[src/core/vfsb_pkg.sv]
// shared constants and types of the vocoder frame sync and buffering block
package vfsb_pkg;
  // --------------------------------------------------------------
  // timing
  // --------------------------------------------------------------
  localparam int unsigned CLK_MHZ = 250;
  localparam int unsigned SAMPLE_RATE_HZ = 8000;
  localparam int unsigned FRAME_MS = 20;
  localparam int unsigned SYNC_PULSE_NS = 1000;
  localparam int unsigned CNT_W = 10;
  localparam logic [CNT_W-1:0] SAMPLES_PER_FRAME = CNT_W'(SAMPLE_RATE_HZ * FRAME_MS / 1000);
  localparam logic [7:0] SYNC_PULSE_CYC = 8'(SYNC_PULSE_NS * CLK_MHZ / 1000);
  // --------------------------------------------------------------
  // control register fields
  // --------------------------------------------------------------
  localparam int unsigned CTRL_W = 16;
  localparam int unsigned CTRL_ENC_TONE_BIT = 12;
  localparam int unsigned CTRL_DEC_TONE_BIT_A = 7;
  localparam int unsigned CTRL_DEC_TONE_BIT_B = 8;
  // --------------------------------------------------------------
  // soft decision coding
  // --------------------------------------------------------------
  localparam logic [3:0] LIKELY_ZERO = 4'h0;
  localparam logic [3:0] LIKELY_ONE = 4'hf;
  // --------------------------------------------------------------
  // coded data buffer and watermarks, in eighths of a millisecond
  // --------------------------------------------------------------
  localparam int unsigned WM_W = 11;
  localparam int unsigned OCC_W = 12;
  localparam int unsigned EIGHTHS_PER_MS = 8;
  localparam int unsigned CODED_BUF_FRAMES = 5;
  localparam logic [OCC_W-1:0] FRAME_EIGHTHS = OCC_W'(FRAME_MS * EIGHTHS_PER_MS);
  localparam logic [OCC_W-1:0] CODED_BUF_EIGHTHS = OCC_W'(CODED_BUF_FRAMES * FRAME_MS * EIGHTHS_PER_MS);
  localparam logic [OCC_W-1:0] OCC_RST = 12'h000;
  // --------------------------------------------------------------
  // audio output buffer and frame parameters
  // --------------------------------------------------------------
  localparam int unsigned SAMPLE_W = 16;
  localparam int unsigned AUD_AW = 4;
  localparam logic [AUD_AW:0] AUD_DEPTH = 5'h10;
  localparam logic [SAMPLE_W-1:0] SAMPLE_RST = 16'h0000;
  localparam int unsigned ENV_W = 16;
  localparam int unsigned GAIN_W = 8;
  // --------------------------------------------------------------
  // sync pin selection
  // --------------------------------------------------------------
  localparam logic [2:0] SYNC_SEL_IN = 3'h0;
  localparam logic [2:0] SYNC_SEL_8K = 3'h1;
  localparam logic [2:0] SYNC_SEL_20 = 3'h2;
  localparam logic [2:0] SYNC_SEL_40 = 3'h3;
  localparam logic [2:0] SYNC_SEL_60 = 3'h4;
  typedef enum logic [4:0] {
    SYNC_IN = 5'h01,
    SYNC_OUT_8K = 5'h02,
    SYNC_OUT_20 = 5'h04,
    SYNC_OUT_40 = 5'h08,
    SYNC_OUT_60 = 5'h10
  } vfsb_sync_e;
endpackage

[src/core/vfsb_frame_sync.sv]
// frame timing, slip management, tone enables, silence handling and buffer levels
`timescale 1ns/10ps
`default_nettype none
module vfsb_frame_sync
  import vfsb_pkg::*;
(
  input wire logic clk,
  input wire logic rstn,
  input wire logic [CTRL_W-1:0] vocoder_control_register,
  input wire logic full_duplex,
  input wire logic ext_codec,
  input wire logic disc_tx_en,
  input wire logic soft_decision_en,
  input wire logic [2:0] sync_sel,
  input wire logic [2:0] sync_in_frames,
  input wire logic sync_in,
  input wire logic sample_tick,
  input wire logic chan_bit_valid,
  input wire logic chan_hard_bit,
  input wire logic [3:0] soft_bit_likelihood,
  input wire logic enc_frame_done,
  input wire logic enc_nonvoice,
  input wire logic dec_frame_valid,
  input wire logic dec_frame_silent,
  input wire logic [ENV_W-1:0] dec_frame_env,
  input wire logic [GAIN_W-1:0] dec_frame_gain,
  input wire logic dec_sample_valid,
  input wire logic [SAMPLE_W-1:0] dec_sample,
  input wire logic [SAMPLE_W-1:0] mic_sample,
  input wire logic data_wanted_enable,
  input wire logic [WM_W-1:0] low_watermark,
  input wire logic [WM_W-1:0] high_watermark,
  input wire logic [2:0] packet_frames,
  input wire logic packet_written,
  input wire logic frame_taken,
  output logic sync_out,
  output logic sync_oe,
  output logic enc_tone_en,
  output logic dec_tone_en,
  output logic enc_silence_mode,
  output logic comfort_noise_on,
  output logic comfort_start,
  output logic speech_start,
  output logic [ENV_W-1:0] comfort_env,
  output logic [GAIN_W-1:0] comfort_gain,
  output logic metric_valid,
  output logic [3:0] metric,
  output logic hard_bit,
  output logic slip_fix,
  output logic audio_valid,
  output logic [SAMPLE_W-1:0] audio_out,
  output logic enc_sample_valid,
  output logic [SAMPLE_W-1:0] enc_sample,
  output logic data_wanted_flag,
  output logic packet_overrun,
  output logic [OCC_W-1:0] coded_occupancy
);
  // --------------------------------------------------------------
  // state
  // --------------------------------------------------------------
  typedef struct packed {
    logic sync_out;
    logic sync_oe;
    logic [7:0] pulse_cnt;
    logic enc_tone_en;
    logic dec_tone_en;
    logic enc_silence_mode;
    logic comfort_on;
    logic comfort_start;
    logic speech_start;
    logic [ENV_W-1:0] env;
    logic [GAIN_W-1:0] gain;
    logic metric_valid;
    logic [3:0] metric;
    logic hard_bit;
    logic sync_in_d;
    logic drop_dec;
    logic dup_dec;
    logic drop_enc;
    logic dup_enc;
    logic slip_fix;
    logic [AUD_AW-1:0] wr_ptr;
    logic [AUD_AW-1:0] rd_ptr;
    logic [AUD_AW:0] aud_cnt;
    logic tick_d;
    logic pop_d;
    logic aud_valid;
    logic [SAMPLE_W-1:0] aud_out;
    logic enc_valid;
    logic enc_again;
    logic [SAMPLE_W-1:0] enc_sample;
    logic [OCC_W-1:0] occ;
    logic data_wanted;
    logic overrun;
  } vfsb_state_s;

  vfsb_state_s s_r;
  vfsb_state_s s_nxt;
  vfsb_sync_e sync_mode;
  logic [CNT_W-1:0] out_cnt;
  logic [CNT_W-1:0] slip_cnt;
  logic [CNT_W-1:0] out_period;
  logic [CNT_W-1:0] slip_expect;
  logic out_mode;
  logic out_wrap;
  logic sync_edge;
  logic aud_full;
  logic aud_push;
  logic aud_pop;
  logic aud_skip;
  logic [SAMPLE_W-1:0] ram_rdata;
  logic [OCC_W-1:0] pkt_eighths;

  // --------------------------------------------------------------
  // sync pin selection and counters
  // --------------------------------------------------------------
  always_comb begin
    case (sync_sel)
      SYNC_SEL_IN: sync_mode = SYNC_IN;
      SYNC_SEL_8K: sync_mode = SYNC_OUT_8K;
      SYNC_SEL_20: sync_mode = SYNC_OUT_20;
      SYNC_SEL_40: sync_mode = SYNC_OUT_40;
      SYNC_SEL_60: sync_mode = SYNC_OUT_60;
      default: sync_mode = SYNC_IN;
    endcase
  end

  always_comb begin
    case (sync_mode)
      SYNC_OUT_20: out_period = SAMPLES_PER_FRAME;
      SYNC_OUT_40: out_period = CNT_W'(SAMPLES_PER_FRAME * 2);
      SYNC_OUT_60: out_period = CNT_W'(SAMPLES_PER_FRAME * 3);
      default: out_period = CNT_W'(1);
    endcase
  end

  // an external codec's frame sync never reaches here, so the pin stays undriven
  assign out_mode = (sync_mode != SYNC_IN) && !ext_codec;
  assign out_wrap = out_mode && sample_tick && (out_cnt >= out_period);
  assign sync_edge = (sync_mode == SYNC_IN) && sync_in && !s_r.sync_in_d;
  assign slip_expect = CNT_W'(sync_in_frames) * SAMPLES_PER_FRAME;

  vfsb_tick_counter #(.W(CNT_W)) u_out_ctr (
    .clk(clk),
    .rstn(rstn),
    .clr(out_wrap || !out_mode),
    .inc(sample_tick && out_mode),
    .count(out_cnt)
  );

  vfsb_tick_counter #(.W(CNT_W)) u_slip_ctr (
    .clk(clk),
    .rstn(rstn),
    .clr(sync_edge),
    .inc(sample_tick),
    .count(slip_cnt)
  );

  // --------------------------------------------------------------
  // audio output buffer
  // --------------------------------------------------------------
  assign aud_full = (s_r.aud_cnt == AUD_DEPTH);
  assign aud_push = dec_sample_valid && !aud_full;
  assign aud_pop = sample_tick && !s_r.dup_dec && (s_r.aud_cnt != '0);
  assign aud_skip = !sample_tick && s_r.drop_dec && (s_r.aud_cnt != '0);

  vfsb_sample_ram u_ram (
    .clk(clk),
    .wr_en(aud_push),
    .wr_addr(s_r.wr_ptr),
    .wr_data(dec_sample),
    .rd_addr(s_r.rd_ptr),
    .rd_data(ram_rdata)
  );

  assign pkt_eighths = OCC_W'(packet_frames) * FRAME_EIGHTHS;

  // --------------------------------------------------------------
  // next state
  // --------------------------------------------------------------
  always_comb begin
    s_nxt = s_r;
    s_nxt.comfort_start = 1'b0;
    s_nxt.speech_start = 1'b0;
    s_nxt.metric_valid = 1'b0;
    s_nxt.slip_fix = 1'b0;
    s_nxt.aud_valid = 1'b0;
    s_nxt.enc_valid = 1'b0;
    s_nxt.overrun = 1'b0;
    s_nxt.sync_in_d = sync_in;

    // the full-duplex variant cannot carry tone frames in either direction
    s_nxt.enc_tone_en = vocoder_control_register[CTRL_ENC_TONE_BIT] && !full_duplex;
    s_nxt.dec_tone_en = vocoder_control_register[CTRL_DEC_TONE_BIT_A]
                        && vocoder_control_register[CTRL_DEC_TONE_BIT_B]
                        && !full_duplex;

    // sync output: pulse restarts on each reference event
    s_nxt.sync_oe = out_mode;
    if (out_wrap) begin
      s_nxt.sync_out = 1'b1;
      s_nxt.pulse_cnt = SYNC_PULSE_CYC - 8'h01;
    end else if (s_r.pulse_cnt != 8'h00) begin
      s_nxt.pulse_cnt = s_r.pulse_cnt - 8'h01;
    end else begin
      s_nxt.sync_out = 1'b0;
    end
    if (!out_mode) begin
      s_nxt.sync_out = 1'b0;
      s_nxt.pulse_cnt = 8'h00;
    end

    // channel bits to decoder metrics
    if (chan_bit_valid) begin
      s_nxt.metric_valid = 1'b1;
      if (soft_decision_en) begin
        s_nxt.metric = soft_bit_likelihood;
      end else begin
        s_nxt.metric = chan_hard_bit ? LIKELY_ONE : LIKELY_ZERO;
      end
      s_nxt.hard_bit = s_nxt.metric[3];
    end

    // encoder silence frames follow the activity decision frame by frame
    if (enc_frame_done) begin
      s_nxt.enc_silence_mode = disc_tx_en && enc_nonvoice;
    end

    // decoder frame classification
    if (dec_frame_valid) begin
      if (disc_tx_en && dec_frame_silent) begin
        s_nxt.comfort_start = 1'b1;
        s_nxt.comfort_on = 1'b1;
        s_nxt.env = dec_frame_env;
        s_nxt.gain = dec_frame_gain;
      end else begin
        s_nxt.speech_start = 1'b1;
        s_nxt.comfort_on = 1'b0;
      end
    end

    // decode path: duplicate by not popping, drop by skipping one entry
    s_nxt.tick_d = sample_tick;
    s_nxt.pop_d = aud_pop;
    if (sample_tick && s_r.dup_dec) begin
      s_nxt.dup_dec = 1'b0;
    end
    if (aud_skip) begin
      s_nxt.drop_dec = 1'b0;
    end
    if (aud_pop || aud_skip) begin
      s_nxt.rd_ptr = s_r.rd_ptr + AUD_AW'(1);
    end
    if (aud_push) begin
      s_nxt.wr_ptr = s_r.wr_ptr + AUD_AW'(1);
    end
    s_nxt.aud_cnt = s_r.aud_cnt + (AUD_AW+1)'(aud_push) - (AUD_AW+1)'(aud_pop || aud_skip);
    if (s_r.tick_d) begin
      s_nxt.aud_valid = 1'b1;
      if (s_r.pop_d) begin
        s_nxt.aud_out = ram_rdata;
      end
    end

    // encode path: drop swallows one tick, duplicate sends the sample twice
    if (s_r.enc_again) begin
      s_nxt.enc_valid = 1'b1;
      s_nxt.enc_again = 1'b0;
    end
    if (sample_tick) begin
      if (s_r.drop_enc) begin
        s_nxt.drop_enc = 1'b0;
      end else begin
        s_nxt.enc_valid = 1'b1;
        s_nxt.enc_sample = mic_sample;
        if (s_r.dup_enc) begin
          s_nxt.enc_again = 1'b1;
          s_nxt.dup_enc = 1'b0;
        end
      end
    end

    // slip check, one correction at most per pulse, a new pulse replaces the old one;
    // it sits after both paths so a new request wins over one consumed this cycle
    if (sync_edge) begin
      s_nxt.drop_dec = 1'b0;
      s_nxt.dup_dec = 1'b0;
      s_nxt.drop_enc = 1'b0;
      s_nxt.dup_enc = 1'b0;
      if (slip_cnt == slip_expect + CNT_W'(1)) begin
        s_nxt.drop_dec = 1'b1;
        s_nxt.drop_enc = 1'b1;
        s_nxt.slip_fix = 1'b1;
      end else if (slip_cnt + CNT_W'(1) == slip_expect) begin
        s_nxt.dup_dec = 1'b1;
        s_nxt.dup_enc = 1'b1;
        s_nxt.slip_fix = 1'b1;
      end
    end

    // coded input buffer level; a packet that would overflow is refused
    if (packet_written) begin
      if (s_r.occ + pkt_eighths <= CODED_BUF_EIGHTHS) begin
        s_nxt.occ = s_r.occ + pkt_eighths;
      end else begin
        s_nxt.overrun = 1'b1;
      end
    end
    if (frame_taken && s_nxt.occ >= FRAME_EIGHTHS) begin
      s_nxt.occ = s_nxt.occ - FRAME_EIGHTHS;
    end

    // watermarks compare directly in eighths of a millisecond
    if (!data_wanted_enable) begin
      s_nxt.data_wanted = 1'b0;
    end else if (s_r.occ > OCC_W'(high_watermark)) begin
      s_nxt.data_wanted = 1'b0;
    end else if (s_r.occ <= OCC_W'(low_watermark)) begin
      s_nxt.data_wanted = 1'b1;
    end
  end

  always_ff @(posedge clk) begin
    if (!rstn) begin
      s_r <= '0;
      s_r.aud_out <= SAMPLE_RST;
      s_r.occ <= OCC_RST;
    end else begin
      s_r <= s_nxt;
    end
  end

  // --------------------------------------------------------------
  // outputs
  // --------------------------------------------------------------
  assign sync_out = s_r.sync_out;
  assign sync_oe = s_r.sync_oe;
  assign enc_tone_en = s_r.enc_tone_en;
  assign dec_tone_en = s_r.dec_tone_en;
  assign enc_silence_mode = s_r.enc_silence_mode;
  assign comfort_noise_on = s_r.comfort_on;
  assign comfort_start = s_r.comfort_start;
  assign speech_start = s_r.speech_start;
  assign comfort_env = s_r.env;
  assign comfort_gain = s_r.gain;
  assign metric_valid = s_r.metric_valid;
  assign metric = s_r.metric;
  assign hard_bit = s_r.hard_bit;
  assign slip_fix = s_r.slip_fix;
  assign audio_valid = s_r.aud_valid;
  assign audio_out = s_r.aud_out;
  assign enc_sample_valid = s_r.enc_valid;
  assign enc_sample = s_r.enc_sample;
  assign data_wanted_flag = s_r.data_wanted;
  assign packet_overrun = s_r.overrun;
  assign coded_occupancy = s_r.occ;
endmodule // vfsb_frame_sync
`default_nettype wire

[src/core/vfsb_sample_ram.sv]
// audio output sample store, one write port and a registered read port
`timescale 1ns/10ps
`default_nettype none
module vfsb_sample_ram
  import vfsb_pkg::*;
(
  input wire logic clk,
  input wire logic wr_en,
  input wire logic [AUD_AW-1:0] wr_addr,
  input wire logic [SAMPLE_W-1:0] wr_data,
  input wire logic [AUD_AW-1:0] rd_addr,
  output logic [SAMPLE_W-1:0] rd_data
);
  typedef struct packed {
    logic [SAMPLE_W-1:0] rdata;
  } vfsb_ram_s;
  vfsb_ram_s s_r;
  vfsb_ram_s s_nxt;
  logic [SAMPLE_W-1:0] mem [0:(1<<AUD_AW)-1];

  always_comb begin
    s_nxt = s_r;
    s_nxt.rdata = mem[rd_addr];
  end

  // storage has no reset: contents are only read after being written
  always_ff @(posedge clk) begin
    if (wr_en) begin
      mem[wr_addr] <= wr_data;
    end
    s_r <= s_nxt;
  end

  assign rd_data = s_r.rdata;
endmodule // vfsb_sample_ram
`default_nettype wire

[src/core/vfsb_tick_counter.sv]
// saturating sample-tick counter with synchronous clear
`timescale 1ns/10ps
`default_nettype none
module vfsb_tick_counter #(
  parameter int unsigned W = 10
) (
  input wire logic clk,
  input wire logic rstn,
  input wire logic clr,
  input wire logic inc,
  output logic [W-1:0] count
);
  typedef struct packed {
    logic [W-1:0] cnt;
  } vfsb_ctr_s;
  vfsb_ctr_s s_r;
  vfsb_ctr_s s_nxt;

  // a tick landing with the clear is counted, so no sample is lost at a boundary
  always_comb begin
    s_nxt = s_r;
    if (clr) begin
      s_nxt.cnt = inc ? W'(1) : '0;
    end else if (inc && s_r.cnt != '1) begin
      s_nxt.cnt = s_r.cnt + W'(1);
    end
  end

  always_ff @(posedge clk) begin
    if (!rstn) begin
      s_r <= '0;
    end else begin
      s_r <= s_nxt;
    end
  end

  assign count = s_r.cnt;
endmodule // vfsb_tick_counter
`default_nettype wire

[config.mk]
export PLATFORM = sky130hd
export DESIGN_NAME = vfsb_frame_sync
export DESIGN_NICKNAME = d
export VERILOG_FILES = /design/src/core/vfsb_pkg.sv /design/src/core/vfsb_frame_sync.sv /design/src/core/vfsb_sample_ram.sv /design/src/core/vfsb_tick_counter.sv
export SDC_FILE = /design/constraint.sdc
export NUM_CORES = 1
export LEC_CHECK = 0
export ABC_AREA = 1
export BUFFER_PORTS_ARGS = -buffer_cell sky130_fd_sc_hd__buf_4
export CELL_PAD_IN_SITES_DETAIL_PLACEMENT = 1
export CELL_PAD_IN_SITES_GLOBAL_PLACEMENT = 2
export CORE_MARGIN = 10
export CORE_UTILIZATION = 33
export CTS_CLUSTER_SIZE = 20
export DETAILED_ROUTE_END_ITERATION = 10
export PLACE_DENSITY = 0.79
export SLEW_MARGIN = 0
export SYNTH_ARGS = -nofsm -noshare
export SYNTH_HDL_FRONTEND = slang
export SYNTH_HIERARCHICAL = 1
export SYNTH_SLANG_ARGS = --single-unit
[constraint.sdc]
create_clock -name clk -period 7.94 [get_ports clk]
set_clock_uncertainty 0.05 [all_clocks]
set_input_delay 0.397 -clock clk [delete_from_list [all_inputs] [get_ports clk]]
set_output_delay 0.397 -clock clk [all_outputs]
set_load 0.02 [all_outputs]
==> results_dict.tcl, run 1 <==
set metrics [dict create \
    status "completed" \
    drt_iter0_markers 774 \
    fmax_mhz 281.3 \
    gp_congestion 0.8006 \
    detail_route.wl_per_cell_microns 18.67 \
    synth_compound_area_frac 0.04257 \
    synthAdderAreaFrac 0.03021 \
    final_nets 2421 \
    place_ws_ps 4266 \
    finalCritPeriodShare 0.4477 \
    post_drt_via_cell_ratio 4.791 \
    setup_viol 0 \
    grt_max_degree 70 \
    cpPeakStageDelay_ps 1110 \
    synthToLayoutAreaGrowth_pct 19.13 \
    hold_viol 0 \
    required_ps 8380 \
    powerDensity_nw_per_um2 293.0 \
    hp-class "input pin to flop" \
    drc_errors 0 \
    critPathSlowestCell "clkinv_2" \
    synth-edff-count 256 \
    synthSimpleGateAreaFrac 0.2363 \
    dieHeight_microns 258.2 \
    worst-path-buf-inv 2 \
    setup_ws_ps 4385 \
    critical-path-top-delay-family "buffers and inverters" \
    arrival_ps 3990 \
    port_buffers 193 \
    synthDistinctLibCells 45 \
    worst-path-max-fanout 69 \
    dr.pass1.iters 5 \
    die_area_sq_um 66660 \
    synth_xor_area_frac 0.007017 \
    crit_type "flop to flop" \
    peakVddDrop_mv 0.1682 \
    via_count 14598 \
    seq_area_frac_synth 0.5667 \
    p_leak_nw 9.754 \
    synth.avg_cell_area_sq_um 8.911 \
    cp-end-kind "flop" \
    core_area_sq_um 56280 \
    ant_nets 0 \
    grt_pass1_wl_microns 87310 \
    path_cells "clkinv_2, buf_4, nand2_1, nand2_1, nand2_1, nand3_1, nand3_1, nand2_1" \
    grt_pass1_vias 15162 \
    cts.sinks 402 \
    synth_ff_type "edfxtp_1" \
    crit_path_frequent_cell "nand2_1" \
    grt_antenna_before_repair 1 \
    mostFrequentLayoutCell "nand2_1" \
    yosys_warnings 6 \
    root_buffer "clkbuf_16" \
    hpwl_microns 35310 \
    postCtsHoldBufs 33 \
    setup_tns_ps 0 \
    tightest_slew_ps 1108 \
    cts_htree_levels 2 \
    drv_slew 0 \
    synthMuxAreaShare 0 \
    track_usage 0.1666 \
    grt_overflow 0 \
    synth_cells 2101 \
    drv_cap 0 \
    worstSkewPairLatency_ps 620 \
    min_period_ps 3555 \
    cts_buffers 47 \
    die_width_microns 258.2 \
    io_pins 212 \
    cts_setup_buffers 0 \
    layout_common_cells "nand2_1, inv_1, nand3_1, edfxtp_1, buf_4" \
    drive_above_1_share 0.1475 \
    cts.reportedPaths.clkPinSlew_ps 60 \
    initial_utilization 0.3327 \
    num_rows 87 \
    ctsResizeCount 0 \
    synth_area_sq_um 18720 \
    cp-start-kind "flop" \
    wl_microns 56890 \
    synth_top_family_by_area "simple AND/OR/NAND/NOR gates" \
    ys_ff_latch 402 \
    rsz0062_at_grt "false" \
    async_flop_share 0 \
    insertedDiodeCount 0 \
    clockBufferDepth 3 \
    slew-limit-headroom 0.2611 \
    cts_tree "built" \
]
==> through the flow <==
step	cells	util	area [sq um]	total power, W	hold WS [ps]
2_1_floorplan	2105	-	18740	0.003882	357.3
3_3_place_gp	2926	0.3626	20400	0.004335	391.3
3_5_place_dp	2926	0.3626	20400	0.004410	393.8
4_1_cts	3047	0.3963	22300	0.006632	0.1712
5_1_grt	3047	0.3963	22300	0.006960	11.92
6_report	3047	0.3963	22300	0.006536	33.39
==> registers in the layout, indices dropped and copies added (netlist names), 4 cells and up <==
register and flops:
u_ram/mem 256, s_r 29, audio_out 16, comfort_env 16, enc_sample 16, u_ram/rd_data 16, u_out_ctr/count 10, u_slip_ctr/count 10
comfort_gain 8, coded_occupancy 7, metric 4
==> per-layer routing <==
layer,vias to the layer above,wire (microns),GRT usage
li1,7018,-,-
met1,7167,25100,0.2061
met2,322,27220,0.2881
met3,89,2995,0.03267
met4,2,1563,0.05212
met5,-,13,0
==> kinds of logic (layout without fill, tap and decap cells) <==
family | count (synthesis) | count (layout)
DFF | 402 | 402
AOI/OAI and AO/OA | 148 | 148
buffers and inverters | 478 | 664
other | 1 | 5
and+or+nand+nor | 1013 | 1013
xor gates and xnor gates | 15 | 15
adders and majority gates | 44 | 44
==> Yosys cell counts (all sizes together), types with 2 or more instances <==
cell type / instances / share of area
o21bai: 2 / 0.00080
nor2: 168 / 0.036
nor4: 6 / 0.0020
ha: 42 / 0.028
nand2: 519 / 0.11
dfxtp: 146 / 0.16
clkbuf: 29 / 0.0060
fa: 2 / 0.0021
a21oi: 78 / 0.021
o221ai: 4 / 0.0019
xnor2: 8 / 0.0037
nand3b: 4 / 0.0023
a211oi: 3 / 0.0012
o211ai: 2 / 0.00080
a21o: 2 / 0.00080
inv: 329 / 0.066
clkinv: 3 / 0.00060
buf: 117 / 0.044
nor3: 11 / 0.0029
nand3: 280 / 0.077
edfxtp: 256 / 0.41
o21ai: 54 / 0.014
nand4: 23 / 0.0085
xor2: 7 / 0.0033
==> area by class of cell <==
type                            count  area [sq um]
Clock buffer                       64          1290
Clock inverter                     24         279.0
Fill cell                        6547         33970
Inverter                          332          1247
Multi-Input combinational cell   1225          6012
Sequential cell                   402         10620
Tap cell                          756         945.9
Timing Repair Buffer              244          1914
==> power by group <==
group	total (W)	internal, W	switching, W
logic	0.00182	0.000610	0.00121
clock network	0.00217	0.00125	0.000916
registers	0.00254	0.00238	0.000162
==> worst paths after layout <==
path	end	cells past startpoint	start	slack (ps)
worst max-delay path	u_ram/rd_data[12]	8	s_r[56]	4390
worst max register to register	u_ram/rd_data[12]	8	s_r[56]	4390
worst min-delay path	u_ram/mem[3][9]	1	dec_sample[9]	30
worst min register to register	comfort_gain[7]	2	comfort_gain[7]	410
==> worst reg2reg max path: cells and delay by family, from the launching register on <==
kind                   cells  cell delay [ps]
buffers and inverters      2             1870
DFF                        1              870
and+or+nand+nor            6              670
(Power assumes the default switching activity.)
==> inputs of run 2 (changes only) <==
ABC_AREA = 0   (was 1)
PLACE_DENSITY = 0.72   (was 0.79)
clock period = 3.7 ns   (was 7.94 ns; I/O delays follow)
==> results_dict.tcl, run 2 <==
set metrics [dict create \
    status "completed" \
    core_area_sq_um 51200 \
    worst-path-max-fanout 4 \
    path_cells "ha_2, inv_1, fa_2, and2b_2, o21ai_0, a311oi_1, buf_4, nand2_1, o21ai_2, nand2_2, ha_4, buf_4, o21ai_0, nand3_1, nand4_1, nand4_1, nor3b_2" \
    yosys_warnings 6 \
    wl_microns 47770 \
    dieHeight_microns 247.1 \
    peakVddDrop_mv 0.3946 \
    io_pins 212 \
    drt_iter0_markers 573 \
    root_buffer "clkbuf_16" \
    synthToLayoutAreaGrowth_pct 26.35 \
    grtUsageMet3 0.03140 \
    final_nets 1720 \
    hpwl_microns 31100 \
    post_drt_via_cell_ratio 4.956 \
    slew-limit-headroom 0.2600 \
    powerDensity_nw_per_um2 595.6 \
    ys_top_cells_by_area "edfxtp_1, dfxtp_1, mux4_2, nand2_1, buf_4" \
    synth.most_common_cell "edfxtp_1" \
    ant_nets 0 \
    cpPeakStageDelay_ps 360 \
    p_total_w 0.01281 \
    drive_above_1_share 0.2653 \
    largest_reg_flops 256 \
    seq_area_frac_synth 0.6233 \
    cts_tree "built" \
    switching_share 0.2880 \
    hold_depth 5 \
    cts.reportedPaths.clkPinSlew_ps 60 \
    met1_usage 0.1940 \
    r2r_cells 17 \
    whs_ps 29.80 \
    via_count 11245 \
    yosysTopAreaCellShare 0.4516 \
    worstSkewPairLatency_ps 590 \
    ys_ff_latch 402 \
    finalCritPeriodShare 0.9364 \
    layout_common_cells "edfxtp_1, buf_4, nand2_1, dfxtp_1, a21oi_1" \
    setup_viol 0 \
    critPathSlowestCell "fa_2" \
    mostFrequentLayoutCell "edfxtp_1" \
    synthDistinctLibCells 70 \
    switchingPower_w 0.003689 \
    crit_type "flop to flop" \
    die_width_microns 247.1 \
    clockBufferDepth 3 \
    arrival_ps 3860 \
    fmax_mhz 288.6 \
    drv_cap 0 \
    hold_viol 0 \
    gp_congestion 0.8094 \
    grt_max_degree 68 \
    ys_top_cells_by_count "edfxtp_1, nand2_1, dfxtp_1" \
    grt_pass1_wl_microns 72810 \
    regMostFlops "u_ram/mem" \
    drc_errors 0 \
    grt.busiest_layer "met2" \
    track_usage 0.1535 \
    die_area_sq_um 61070 \
    cts_buffers 46 \
    reg_top3 "u_ram/mem x256, s_r x29" \
    grt_pass1_vias 12206 \
    dr.pass1.iters 5 \
    hp-class "input pin to flop" \
    grt_overflow 0 \
    grt_antenna_before_repair 4 \
    min_period_ps 3465 \
    tightest_slew_ps 1107 \
    synth_cells 1281 \
    detail_route.wl_per_cell_microns 21.05 \
    gr-usage-met2 0.2614 \
    p_comb_frac 0.239 \
    intPower_w 0.009121 \
    ff2ff_setup_slack_ps 240 \
    synth.avg_cell_area_sq_um 13.29 \
    cp-start-kind "flop" \
    synth_area_sq_um 17020 \
    clkPwrFrac 0.348 \
    synth_ff_type "edfxtp_1" \
    num_rows 83 \
    cp-end-kind "flop" \
    port_buffers 193 \
    synth-edff-count 256 \
    power_frac_seq 0.413 \
    cts_htree_levels 2 \
    required_ps 4100 \
    async_flop_share 0 \
    cts.sinks 402 \
    rsz0062_at_grt "false" \
    drv_slew 0 \
    p_leak_nw 7.849 \
    yosysTopAreaCell "edfxtp_1" \
    initial_utilization 0.3325 \
]
## run 2: cell types whose count changed after synthesis, moves of 35 or more
cell / previous run / this run
inv_1: 325 / 33
nor2_1: 160 / 51
nand2_1: 503 / 170
nand3_1: 275 / 17
mux4_2: 0 / 54
a22oi_1: 0 / 35
## run 2: metal layers
metal	part of all wire	up-vias
li1	-	5248
met1	0.43	5673
met2	0.50	249
met3	0.055	71
met4	0.021	4
met5	0.00046	-
## run 2: critical path: cells and delay by family, from the launching register on
| family | cells | cell delay (ps) |
|---|---|---|
| AND/OR/NAND/NOR | 7 | 1100 |
| adder cells (fa/ha/maj) | 3 | 710 |
| buffers and inverters | 3 | 360 |
| AO/OA/AOI/OAI | 4 | 790 |
| flip-flops | 1 | 330 |
## run 2: repair_timing
item,4_1_cts,5_1_grt
endpoints found under the setup margin,5,7
resized for setup,4,19
buffers inserted,0,0
hold buffers,87,0
pin swaps,1,5
hold endpoints to repair,323,0
## run 2: final timing paths
path,start,end
hold reg to reg,u_ram/rd_data[8],audio_out[8]
hold / removal,ext_codec,u_out_ctr/count[0]
setup / recovery,coded_occupancy[5],coded_occupancy[5]
setup reg to reg,coded_occupancy[5],coded_occupancy[5]
## run 2: layout make-up
type                    instances  area [sq um]
diodes                          2         5.005
well taps                     680         850.8
fillers                      5283         29690
clock buffers                  59          1220
clock inverters                25         246.5
repair buffers                340          2808
inverters                      35         131.4
multi-input cells             726          5630
flip-flops and latches        402         10620
## run 2: through the flow
step	setup TNS (ps)	setup slack [ps]	cell area [sq um]	std cells	utilization
after global routing	0	22.02	21510	2269	0.4201
after CTS	0	0.5302	21440	2267	0.4187
after global placement	-563.9	-141.7	19070	2096	0.3725
after floorplan	0	104.9	17040	1285	-
after detailed placement	-1124	-246.4	19070	2096	0.3725
final	0	235.3	21510	2269	0.4201
## run 2: cells by family (layout without fill, tap and decap cells)
logic type,after synthesis,count (layout),share of synthesized area
and+or+nand+nor,353,353,0.09967
AOI/OAI and AO/OA,223,223,0.08313
xor gates and xnor gates,32,32,0.01691
adders and majority gates,44,44,0.03322
DFF,402,402,0.6233
other,1,7,0.0002203
muxes,69,69,0.08982
buffers and inverters,157,459,0.05373
## run 2: power groups by stage
stage               registers [W]  clock network, W  logic, W
floorplan                 0.00528                 0   0.00200
global placement          0.00538                 0   0.00281
detailed placement        0.00539                 0   0.00285
CTS                       0.00530           0.00459   0.00300
global route              0.00533           0.00477   0.00335
finish                    0.00529           0.00446   0.00306
==> inputs of run 3 (changes only) <==
CELL_PAD_IN_SITES_GLOBAL_PLACEMENT = 1   (was 2)
PLACE_DENSITY = 0.64   (was 0.72)
==> results_dict.tcl, run 3 (same netlist as run 2, synthesis figures left out) <==
set metrics [dict create \
    dieHeight_microns 247.1 \
    cts.sinks 402 \
    cts_tree "built" \
    drv_cap 0 \
    arrival_ps 3890 \
    cp-end-kind "flop" \
    grt_antenna_before_repair 0 \
    drv_slew 0 \
    required_ps 4110 \
    wl_microns 48180 \
    drc_errors 0 \
    reg_top3 "u_ram/mem x256, s_r x29" \
    regMostFlops "u_ram/mem" \
    hold_viol 0 \
    mostFrequentLayoutCell "edfxtp_1" \
    intPower_w 0.009049 \
    post_drt_via_cell_ratio 5.008 \
    port_buffers 193 \
    clkPwrFrac 0.346 \
    track_usage 0.1554 \
    status "completed" \
    via_count 11348 \
    layout_common_cells "edfxtp_1, buf_4, nand2_1, dfxtp_1, a21oi_1" \
    die_area_sq_um 61070 \
    tightest_slew_ps 1114 \
    grt_pass1_wl_microns 73520 \
    peakVddDrop_mv 0.2880 \
    grt_overflow 0 \
    finalCritPeriodShare 0.9412 \
    worst-path-max-fanout 4 \
    cts_htree_levels 2 \
    min_period_ps 3482 \
    cp-start-kind "flop" \
    gp_congestion 0.7938 \
    slew-limit-headroom 0.2553 \
    hp-class "input pin to flop" \
    io_pins 212 \
    detail_route.wl_per_cell_microns 21.26 \
    root_buffer "clkbuf_16" \
    post-route-cell-area_sq_um 21550 \
    drt_iter0_markers 515 \
    power_frac_seq 0.417 \
    cts_buffers 45 \
    fmax_mhz 287.2 \
    path_cells "ha_2, inv_1, fa_2, and2b_2, o21ai_0, a311oi_1, buf_4, and2_4, nand3_2, nand2_2, ha_4, a211oi_2, nand2b_4, or2_2, a21oi_2, o21ai_2, a2111oi_2" \
    crit_type "flop to flop" \
    critPathSlowestCell "a2111oi_2" \
    die_width_microns 247.1 \
    fillCellCount 5353 \
    core_area_sq_um 51200 \
    synthToLayoutAreaGrowth_pct 26.58 \
    setup_ws_ps 217.6 \
    rsz0062_at_grt "false" \
    hpwl_microns 31690 \
    p_leak_nw 7.853 \
    grt_pass1_vias 12462 \
    ant_nets 0 \
    initial_utilization 0.3325 \
    switching_share 0.2883 \
    final_nets 1718 \
    powerDensity_nw_per_um2 590.1 \
    grt_max_degree 47 \
    cts_setup_buffers 0 \
    largest_reg_flops 256 \
    dpl_cell_area_sq_um 19120 \
    insertedDiodeCount 0 \
    drive_above_1_share 0.2711 \
    switchingPower_w 0.003666 \
    clockBufferDepth 3 \
    setup_viol 0 \
    cpPeakStageDelay_ps 350 \
    place_ws_ps -285.0 \
    cts.reportedPaths.clkPinSlew_ps 60 \
    dr.pass1.iters 5 \
    worstSkewPairLatency_ps 590 \
    num_rows 83 \
    p_comb_frac 0.236 \
]
==> run 3: cell count changes in the layout (fill, tap and decap cells not counted), sizes merged <==
cell,change
clkinv,-1
inv,+2
bufinv,-1
buf,-1
diode,-2
==> run 3: final timing paths <==
kind | cells after the start | startpoint | slack, ps | endpoint
setup / recovery | 17 | coded_occupancy[5] | 220 | coded_occupancy[11]
hold reg to reg | 2 | u_ram/rd_data[1] | 390 | audio_out[1]
setup reg to reg | 17 | coded_occupancy[5] | 220 | coded_occupancy[11]
hold / removal | 4 | ext_codec | 70 | s_r[106]
==> run 3: final cells by class <==
cell class              instances  area [sq um]  area share
well taps                     680         850.8     0.03949
inverters                      35         131.4    0.006097
multi-input cells             726          5637      0.2616
clock inverters                25         245.2     0.01138
clock buffers                  59          1229     0.05702
repair buffers                339          2838      0.1317
flip-flops and latches        402         10620      0.4927
==> run 3: routing by layer <==
metal	global-route usage	part of all wire	vias to the layer above
met4	0.05214	0.026	0
met5	0	0	-
met1	0.1869	0.42	5768
li1	-	-	5229
met2	0.2747	0.51	269
met3	0.02827	0.049	82
==> run 3: timing repair <==
| item | in CTS | in global routing |
|---|---|---|
| pin swaps | 2 | 6 |
| resized for setup | 3 | 18 |
| hold buffers | 87 | 0 |
| endpoints found under the setup margin | 2 | 7 |
| endpoints found under the hold margin | 320 | 0 |
==> run 3: critical path, delay by kind of cell (launching register included) <==
kind,cells,cell delay [ps]
flops,1,330
buf+inv,2,230
compound gates,6,1020
simple gates,6,1070
fa+ha+maj,3,660
==> run 3: stage by stage <==
step                      hold slack (ps)  total power, W  TNS (ps)  utilization  cells
final                               71.70         0.01271         0       0.4209   2266
after global routing                139.5         0.01333         0       0.4209   2266
after CTS                           62.06         0.01278         0       0.4194   2266
after detailed placement            313.4        0.008232    -912.2       0.3735   2095
after global placement              308.7        0.008144    -282.0       0.3735   2095
after floorplan                     211.1        0.007278         0            -   1285
==> run 3: power by group through the flow <==
stage | registers, W | clock network [W] | logic (W)
2_1_floorplan | 0.00528 | 0 | 0.00200
3_3_place_gp | 0.00539 | 0 | 0.00275
3_5_place_dp | 0.00541 | 0 | 0.00283
4_1_cts | 0.00531 | 0.00453 | 0.00294
5_1_grt | 0.00534 | 0.00469 | 0.00330
6_report | 0.00530 | 0.00440 | 0.00301
